File: src/verilog/rsh_pkg.sv
package rsh_pkg;

    // Register indices; the byte address is four times the index.
    localparam logic [7:0] RSH_IDX_REF_CTRL  = 8'h1c;
    localparam logic [7:0] RSH_IDX_HOLD_CTRL = 8'h1d;
    localparam logic [7:0] RSH_IDX_STATUS    = 8'h1f;

    localparam logic [7:0] RSH_REF_CTRL_RST  = 8'h00;
    localparam logic [7:0] RSH_HOLD_CTRL_RST = 8'h00;

    // Reference input control fields.
    localparam int RSH_REF_DIFF_BIT      = 0;
    localparam int RSH_REF_PRI_PWR_BIT   = 1;
    localparam int RSH_REF_SEC_PWR_BIT   = 2;
    localparam int RSH_REF_STAY_SEC_BIT  = 3;
    localparam int RSH_REF_AUTO_BIT      = 4;
    localparam int RSH_REF_USE_PIN_BIT   = 5;
    localparam int RSH_REF_SEL_SEC_BIT   = 6;
    localparam int RSH_REF_NO_DEGL_BIT   = 7;

    // Holdover and lock control fields.
    localparam int RSH_HOLD_EN0_BIT      = 0;
    localparam int RSH_HOLD_EXT_BIT      = 1;
    localparam int RSH_HOLD_EN2_BIT      = 2;
    localparam int RSH_HOLD_LDCMP_BIT    = 3;
    localparam int RSH_HOLD_STAT_DIS_BIT = 4;

    // Status fields.
    localparam int RSH_ST_LOCKED_BIT     = 0;
    localparam int RSH_ST_PRI_GOOD_BIT   = 1;
    localparam int RSH_ST_SEC_GOOD_BIT   = 2;
    localparam int RSH_ST_SEC_SEL_BIT    = 4;
    localparam int RSH_ST_HOLD_BIT       = 5;
    localparam int RSH_ST_LDCMP_BIT      = 6;

    // Synchronised pin vector positions.
    localparam int RSH_PIN_PRI_GOOD      = 0;
    localparam int RSH_PIN_SEC_GOOD      = 1;
    localparam int RSH_PIN_REF_SEL       = 2;
    localparam int RSH_PIN_HOLD          = 3;
    localparam int RSH_PIN_LDCMP         = 4;
    localparam int RSH_PIN_LOCKED        = 5;
    localparam int RSH_PIN_COUNT         = 6;

    localparam logic [1:0] RSH_HTRANS_NONSEQ = 2'h2;

    typedef enum logic [1:0]
    {
        RSH_SEL_PRIMARY   = 2'h1,
        RSH_SEL_SECONDARY = 2'h2
    } rsh_sel_e;

endpackage

File: src/verilog/rsh_ref_switch.sv
//Behaviour
// - Bit 4 of reference control picks manual (0) or automatic (1) switchover.
// - Stay bit clear: return to primary once primary status is good again.
// - Stay bit set: remain on secondary after switchover, never return alone.
// - Without automatic switchover, bit 2 powers the secondary input on or off.
// - Without automatic switchover, bit 1 powers the primary input on or off.
// - Bit 0 selects single-ended (0) or differential (1) reference mode.
// - Single-ended inputs and automatic switchover work only in single-ended mode.
// - Holdover control bit 4 set blocks status register readback.
// - Comparator enabled in internal holdover: it tells whether PLL was locked.
// - Comparator disabled: internal holdover treats the lock pin as high.
// - Holdover works only when holdover bits 2 and 0 are both set.
// - External control bit hands holdover to the hold pin, internal mode off.
// - External control bit clear: internal circuit governs holdover entry and exit.
// - Outside internal holdover, comparator result is routed to the monitor pin.
// - External control set: holdover follows the external hold pin.
// - Manual mode bit 5 takes the selection from register bit 6 or the pin.
module rsh_ref_switch
    import rsh_pkg::*;
#(
    parameter int ADDR_W = 12
)
(
    // Clock and reset.
    input  wire logic              hclk,
    input  wire logic              hresetn,
    // AHB-Lite slave.
    input  wire logic              hsel,
    input  wire logic [ADDR_W-1:0] haddr,
    input  wire logic [1:0]        htrans,
    input  wire logic              hwrite,
    input  wire logic [2:0]        hsize,
    input  wire logic [31:0]       hwdata,
    input  wire logic              hready,
    output logic [31:0]            hrdata,
    output logic                   hreadyout,
    output logic                   hresp,
    // Reference monitors and pins.
    input  wire logic              primary_ref_good,
    input  wire logic              secondary_ref_good,
    input  wire logic              ref_select_pin,
    input  wire logic              hold_pin,
    input  wire logic              lock_detect_pin,
    input  wire logic              pll_locked,
    // Reference and holdover controls.
    output logic                   primary_reference_input_power,
    output logic                   secondary_reference_input_power,
    output logic                   secondary_selected,
    output logic                   differential_mode,
    output logic                   switchover_deglitch_off,
    output logic                   holdover_active,
    output logic                   reference_monitor_pin
);

    // The word index comes from address bits 9 to 2, so a narrower bus cannot carry it.
    if (ADDR_W < 10)
    begin
        $error("ADDR_W must be at least 10");
    end

    ////////////////////////////////////////////////////////////////////////////////
    logic [RSH_PIN_COUNT-1:0] pin_meta;
    logic [RSH_PIN_COUNT-1:0] pin_sync;
    logic [7:0]               ref_ctrl;
    logic [7:0]               hold_ctrl;
    logic                     wr_pend;
    logic [7:0]               wr_idx;
    rsh_sel_e                 sel_state;
    rsh_sel_e                 next_sel_state;
    logic                     next_holdover;
    logic                     next_monitor;

    // Monitor flags and pins come from other domains, so each passes two flops.
    always_ff @(posedge hclk or negedge hresetn)
    begin
        if (!hresetn)
        begin
            pin_meta <= '0;
            pin_sync <= '0;
        end
        else
        begin
            pin_meta <= {pll_locked, lock_detect_pin, hold_pin,
                         ref_select_pin, secondary_ref_good, primary_ref_good};
            pin_sync <= pin_meta;
        end
    end

    ////////////////////////////////////////////////////////////////////////////////
    function automatic logic [7:0] word_index(input logic [ADDR_W-1:0] a);
        word_index = a[9:2];
    endfunction

    wire logic addr_ok  = hsel && hready && (htrans == RSH_HTRANS_NONSEQ);
    wire logic aligned  = (haddr[1:0] == 2'h0) && (haddr[ADDR_W-1:2] < (1 << 8));

    wire logic [7:0] status_byte =
        (8'h01 << RSH_ST_LOCKED_BIT)   & {8{pin_sync[RSH_PIN_LOCKED]}}   |
        (8'h01 << RSH_ST_PRI_GOOD_BIT) & {8{pin_sync[RSH_PIN_PRI_GOOD]}} |
        (8'h01 << RSH_ST_SEC_GOOD_BIT) & {8{pin_sync[RSH_PIN_SEC_GOOD]}} |
        (8'h01 << RSH_ST_SEC_SEL_BIT)  & {8{secondary_selected}}         |
        (8'h01 << RSH_ST_HOLD_BIT)     & {8{holdover_active}}            |
        (8'h01 << RSH_ST_LDCMP_BIT)    & {8{pin_sync[RSH_PIN_LDCMP]}};

    // A read right behind a write to the same register sees the new value.
    function automatic logic [7:0] read_byte(input logic [7:0] idx);
        logic [7:0] r;
        logic [7:0] h;
        r = (wr_pend && wr_idx == RSH_IDX_REF_CTRL) ? hwdata[7:0] : ref_ctrl;
        h = (wr_pend && wr_idx == RSH_IDX_HOLD_CTRL) ? hwdata[7:0] : hold_ctrl;
        case (idx)
            RSH_IDX_REF_CTRL:  read_byte = r;
            RSH_IDX_HOLD_CTRL: read_byte = h;
            RSH_IDX_STATUS:    read_byte = h[RSH_HOLD_STAT_DIS_BIT] ? 8'h00 : status_byte;
            default:           read_byte = 8'h00;
        endcase
    endfunction

    // Zero wait states, always OKAY; unmapped reads give zero, writes are dropped.
    always_ff @(posedge hclk or negedge hresetn)
    begin
        if (!hresetn)
        begin
            hreadyout <= 1'b1;
            hresp     <= 1'b0;
            hrdata    <= 32'h0000_0000;
            wr_pend   <= 1'b0;
            wr_idx    <= 8'h00;
        end
        else
        begin
            hreadyout <= 1'b1;
            hresp     <= 1'b0;
            wr_pend   <= addr_ok && hwrite && aligned;
            wr_idx    <= word_index(haddr);
            if (addr_ok && !hwrite)
            begin
                hrdata <= {24'h00_0000, aligned ? read_byte(word_index(haddr)) : 8'h00};
            end
        end
    end

    always_ff @(posedge hclk or negedge hresetn)
    begin
        if (!hresetn)
        begin
            ref_ctrl  <= RSH_REF_CTRL_RST;
            hold_ctrl <= RSH_HOLD_CTRL_RST;
        end
        else if (wr_pend)
        begin
            if (wr_idx == RSH_IDX_REF_CTRL)
            begin
                ref_ctrl <= hwdata[7:0];
            end
            if (wr_idx == RSH_IDX_HOLD_CTRL)
            begin
                hold_ctrl <= hwdata[7:0];
            end
        end
    end

    ////////////////////////////////////////////////////////////////////////////////
    wire logic diff_mode   = ref_ctrl[RSH_REF_DIFF_BIT];
    wire logic auto_mode   = ref_ctrl[RSH_REF_AUTO_BIT] && !diff_mode;
    wire logic stay_sec    = ref_ctrl[RSH_REF_STAY_SEC_BIT];
    wire logic pri_good    = pin_sync[RSH_PIN_PRI_GOOD];
    wire logic sec_good    = pin_sync[RSH_PIN_SEC_GOOD];
    wire logic manual_sec  = ref_ctrl[RSH_REF_USE_PIN_BIT] ? pin_sync[RSH_PIN_REF_SEL]
                                                           : ref_ctrl[RSH_REF_SEL_SEC_BIT];
    wire logic hold_en     = hold_ctrl[RSH_HOLD_EN2_BIT] && hold_ctrl[RSH_HOLD_EN0_BIT];
    wire logic ext_hold    = hold_ctrl[RSH_HOLD_EXT_BIT];
    wire logic int_hold    = hold_en && !ext_hold;
    wire logic cmp_en      = hold_ctrl[RSH_HOLD_LDCMP_BIT];
    wire logic was_locked  = cmp_en ? pin_sync[RSH_PIN_LDCMP] : 1'b1;

    // Selection state; the differential input always rides the primary path.
    always_comb
    begin
        next_sel_state = sel_state;
        case (sel_state)
            RSH_SEL_PRIMARY:
            begin
                if (diff_mode)
                begin
                    next_sel_state = RSH_SEL_PRIMARY;
                end
                else if (auto_mode)
                begin
                    if (!pri_good && sec_good)
                    begin
                        next_sel_state = RSH_SEL_SECONDARY;
                    end
                end
                else if (manual_sec)
                begin
                    next_sel_state = RSH_SEL_SECONDARY;
                end
            end
            RSH_SEL_SECONDARY:
            begin
                if (diff_mode)
                begin
                    next_sel_state = RSH_SEL_PRIMARY;
                end
                else if (auto_mode)
                begin
                    if (pri_good && !stay_sec)
                    begin
                        next_sel_state = RSH_SEL_PRIMARY;
                    end
                end
                else if (!manual_sec)
                begin
                    next_sel_state = RSH_SEL_PRIMARY;
                end
            end
            default:
            begin
                next_sel_state = RSH_SEL_PRIMARY;
            end
        endcase
    end

    always_ff @(posedge hclk or negedge hresetn)
    begin
        if (!hresetn)
        begin
            sel_state <= RSH_SEL_PRIMARY;
        end
        else
        begin
            sel_state <= next_sel_state;
        end
    end

    ////////////////////////////////////////////////////////////////////////////////
    wire logic sel_good = diff_mode ? pri_good
                        : ((sel_state == RSH_SEL_SECONDARY) ? sec_good : pri_good);

    // Internal holdover is entered only if the loop was locked before the loss, when the comparator is enabled; with it disabled the lock is assumed.
    always_comb
    begin
        next_holdover = 1'b0;
        if (hold_en && ext_hold)
        begin
            next_holdover = pin_sync[RSH_PIN_HOLD];
        end
        else if (int_hold)
        begin
            if (holdover_active)
            begin
                next_holdover = !sel_good;
            end
            else
            begin
                next_holdover = !sel_good && was_locked;
            end
        end
    end

    // The monitor pin shows the comparator only while internal holdover is not using it.
    always_comb
    begin
        next_monitor = cmp_en && !int_hold && pin_sync[RSH_PIN_LDCMP];
    end

    always_ff @(posedge hclk or negedge hresetn)
    begin
        if (!hresetn)
        begin
            holdover_active       <= 1'b0;
            reference_monitor_pin <= 1'b0;
        end
        else
        begin
            holdover_active       <= next_holdover;
            reference_monitor_pin <= next_monitor;
        end
    end

    ////////////////////////////////////////////////////////////////////////////////
    // Automatic switchover needs both inputs awake to judge their status.
    always_ff @(posedge hclk or negedge hresetn)
    begin
        if (!hresetn)
        begin
            primary_reference_input_power   <= 1'b0;
            secondary_reference_input_power <= 1'b0;
            secondary_selected              <= 1'b0;
            differential_mode               <= 1'b0;
            switchover_deglitch_off         <= 1'b0;
        end
        else
        begin
            primary_reference_input_power   <= !diff_mode
                && (auto_mode || ref_ctrl[RSH_REF_PRI_PWR_BIT]);
            secondary_reference_input_power <= !diff_mode
                && (auto_mode || ref_ctrl[RSH_REF_SEC_PWR_BIT]);
            secondary_selected              <= (next_sel_state == RSH_SEL_SECONDARY);
            differential_mode               <= diff_mode;
            switchover_deglitch_off         <= ref_ctrl[RSH_REF_NO_DEGL_BIT];
        end
    end

endmodule

File: config.mk
export PLATFORM = sky130hd
export DESIGN_NAME = rsh_ref_switch
export DESIGN_NICKNAME = d
export VERILOG_FILES = /design/src/verilog/rsh_pkg.sv /design/src/verilog/rsh_ref_switch.sv
export SDC_FILE = /design/constraint.sdc
export NUM_CORES = 1
export LEC_CHECK = 0
export ABC_AREA = 1
export BUFFER_PORTS_ARGS = -buffer_cell sky130_fd_sc_hd__buf_2
export CORE_UTILIZATION = 26
export DETAILED_ROUTE_END_ITERATION = 8
export SLEW_MARGIN = 20
export SYNTH_ARGS = -nofsm -noshare
export SYNTH_HDL_FRONTEND = slang
export SYNTH_SLANG_ARGS = --single-unit
File: constraint.sdc
create_clock -name hclk -period 3.51 [get_ports hclk]
set_clock_uncertainty 0.2 [all_clocks]
set_input_delay 0.5265 -clock hclk [delete_from_list [all_inputs] [get_ports hclk]]
set_output_delay 0.5265 -clock hclk [all_outputs]
set_load 0.02 [all_outputs]
==> summary.md <==
| Metric | Value |
|---|---|
| Clock sinks | `54` |
| Crit path required time | `3.56 ns` |
| Arrival time worst endpoint | `1.95 ns` |
| Remaining DRCs | `0` |
| Critical path type | `reg2reg` |
| H-tree Lvls | `2` |
| Post-synth EDFFs | `0` |
| Core Area | `roughly 0.0098 mm^2` |
| Worst Tran Pin Value | `~0.58 ns` |
| DRT Pass-1 Iters | `4` |
| Worst reg-to-reg path cell count | `7` |
| Static Leak | `1.67 nW` |
| Hold WC Path Type | `in2async` |
| Crit share post-route | `between 50 and 60%` |
| Cells after Synth | `304` |
| CP max FO | `17` |
| DRT Wirelength | `5350 um` |
| Setup bufs post-CTS | `0` |
| # port buffers | `47` |
| Initial core utilization | `26.9%` |
| ANT cells | `0` |
| Netlist Area Pre-Place | `approximately 0.0026 mm^2` |
| Clk buf depth | `2` |
| Minimum clock period | `1.91 ns` |
| Sequential fraction of the synthesis area | `51.5%` |
| PostCTS Resize Cnt | `0` |
| Num CTS Buffers | `5` |
| VDD IR max | `0.180 mV` |
| Root Driver | `clkbuf_8` |
| Number of global-route vias before repair | `1896` |
| Syn-to-layout area delta | `14.8%` |
| CP endpoint kind | `flip-flop` |
| GR Util All Layers | `~11%` |
| Pin count of the biggest net entering global routing | `30` |
| Min Hold Slack | `between 0.007 and 0.008 ns` |
| Initial drt markers | `approximately 150` |
| CTS Hold Bufs | `0` |
| Worst skew pair latency | `between 0.3 and 0.4 ns` |
| Fill cell count | `1072` |
| RePlAce Congestion | `0.825` |
| Maximum clock rate | `around 520 MHz` |
| Row Count | `36` |
| Vias per inst | `roughly 4` |
| Reg2Reg Setup Slack | `between 1.5 and 2 ns` |
| Initial antenna violation count | `0` |
| Synth top cells by count | `nand2_1, dfrtp_1, inv_1` |
| # nets final | `between 400 and 500` |
| Power Density | `384 mW/mm^2` |
| Clk slew on worst S/H paths | `0.10 ns` |
| Post-synth top area share | `50.5%` |
| CP startpoint kind | `flip-flop` |
| Post-DR wirelength/cell | `around 11 um` |
| Vias | `just under 2000` |
| Chip height | `approximately 100 um` |
| Power Total | `around 1.2 mW` |
| YS warnings | `0` |
| Synth area leader | `dfrtp_1` |
| Synth unique cells | `30` |
| Routed Antenna Nets | `0` |
| Synthesized flop and latch total | `54` |
| CTS tree | `yes` |
| # setup viols final | `0` |
| Total of max-cap violations | `0` |
| Width of the die | `between 100 and 150 um` |
| Count leader, synth | `nand2_1` |
| Die ar. | `0.0105 mm^2` |
| Status | `completed` |
| RR Startpoint | `wr_idx[1]` |
| Synth Flop Type | `dfrtp_1` |
| Ys async rst share | `100%` |
| Final Instance Area | `~0.0030 mm^2` |
| R2r endpoint | `hrdata[5]` |
| Slew margin rel. | `roughly three fifths` |
| Final Hold Viols | `0` |
| Syn avg cell area | `8.64 um^2` |
| Slew Limit Fails | `0` |
| Share of cells above drive strength 1 | `a little over a fifth` |
| I/O pin total | `roughly 100` |
| Placed Instance Area | `between 0.002 and 0.003 mm^2` |
| GRT Residual Overflow | `0` |
| Total negative setup slack | `0 ns` |
| RSZ-0062 raised after global routing | `no` |
| Synth area leaders | `dfrtp_1, nand2_1, buf_4` |
| First-pass GRT wire length | `between 9000 and 10000 um` |
| Detailed placement HPWL | `roughly 4000 um` |
## final cells by class
class                      count  area, um^2  area share, %
sequential                    54        1350           44.9
multi-input combinational    200         980           32.5
timing repair buffer          48         243           8.05
inverter                      45         169           5.60
tap                          133         166           5.52
clock buffer                   7        96.3           3.20
clock inverter                 1        8.76          0.290
## critical path, stage by stage (launching register included)
cell     delay, ns
dfrtp_1       0.40
nor2_4        0.36
nand3_2       0.33
nand2_2       0.23
nand3_1       0.10
nand3_1       0.11
nand2_1       0.06
nand2_1       0.06
## per-stage QoR
| step | cells | worst slack (ns) | util, % |
|---|---|---|---|
| floorplan | 328 | 1.93 | - |
| global placement | 480 | 1.53 | 29.8 |
| detailed placement | 480 | 1.53 | 29.8 |
| CTS | 488 | 1.62 | 30.9 |
| global route | 488 | 1.40 | 30.9 |
| finish | 488 | 1.60 | 30.9 |
## layout by cell type, fill, tap and decap left out, drive strengths merged
cell,instances
and2,13
inv,45
o22ai,1
o21ai,5
nor3,2
buf,48
o31ai,1
dfstp,1
ha,2
o211ai,1
clkinv,1
nand4,16
clkbuf,7
nor3b,1
or2,1
conb,26
dfrtp,53
nor2,22
nand2,75
a21oi,2
nand3,32
## power breakdown
part	switching (mW)	total (mW)	internal (mW)
sequential	0.00791	0.652	0.644
combinational	0.0835	0.120	0.0364
clock	0.206	0.387	0.181
## kinds of logic after synthesis
| logic type | count (synthesis) | synth area share [%] |
|---|---|---|
| compound gates | 10 | 2.29 |
| fa+ha+maj | 2 | 0.952 |
| buf+inv | 74 | 14.7 |
| flops | 54 | 51.5 |
| other cells | 2 | 0.286 |
| simple gates | 162 | 30.3 |
## flip-flops by register name (all words and copies together), names as in the netlist
signal,cells
sel_state,2
secondary_selected,1
holdover_active,1
switchover_deglitch_off,1
primary_reference_input_power,1
hrdata,8
reference_monitor_pin,1
wr_pend,1
pin_meta,6
wr_idx,8
differential_mode,1
secondary_reference_input_power,1
pin_sync,6
hold_ctrl,8
ref_ctrl,8
## worst max-delay path by stage
stage | startpoint | end | slack, ns | depth (start not counted)
after global placement | haddr[7] | hrdata[6] | 1.53 | 10
after CTS | wr_idx[1] | hrdata[5] | 1.62 | 7
after detailed placement | haddr[7] | hrdata[6] | 1.53 | 10
final | wr_idx[1] | hrdata[5] | 1.60 | 7
after global routing | wr_idx[2] | hrdata[2] | 1.40 | 8
after floorplan | hsel | hrdata[0] | 1.93 | 6
## per-layer routing
layer  routed length, um  track usage [%]  part of all wire (%)  vias up
li1                    -                -                     -      997
met1                2520             15.5                    47      882
met2                2500             18.5                    47       60
met3                 281             2.17                   5.3        6
met4                  54             2.64                   1.0        0
met5                   0                0                     0        -
Power figures use the tool's default switching activity.
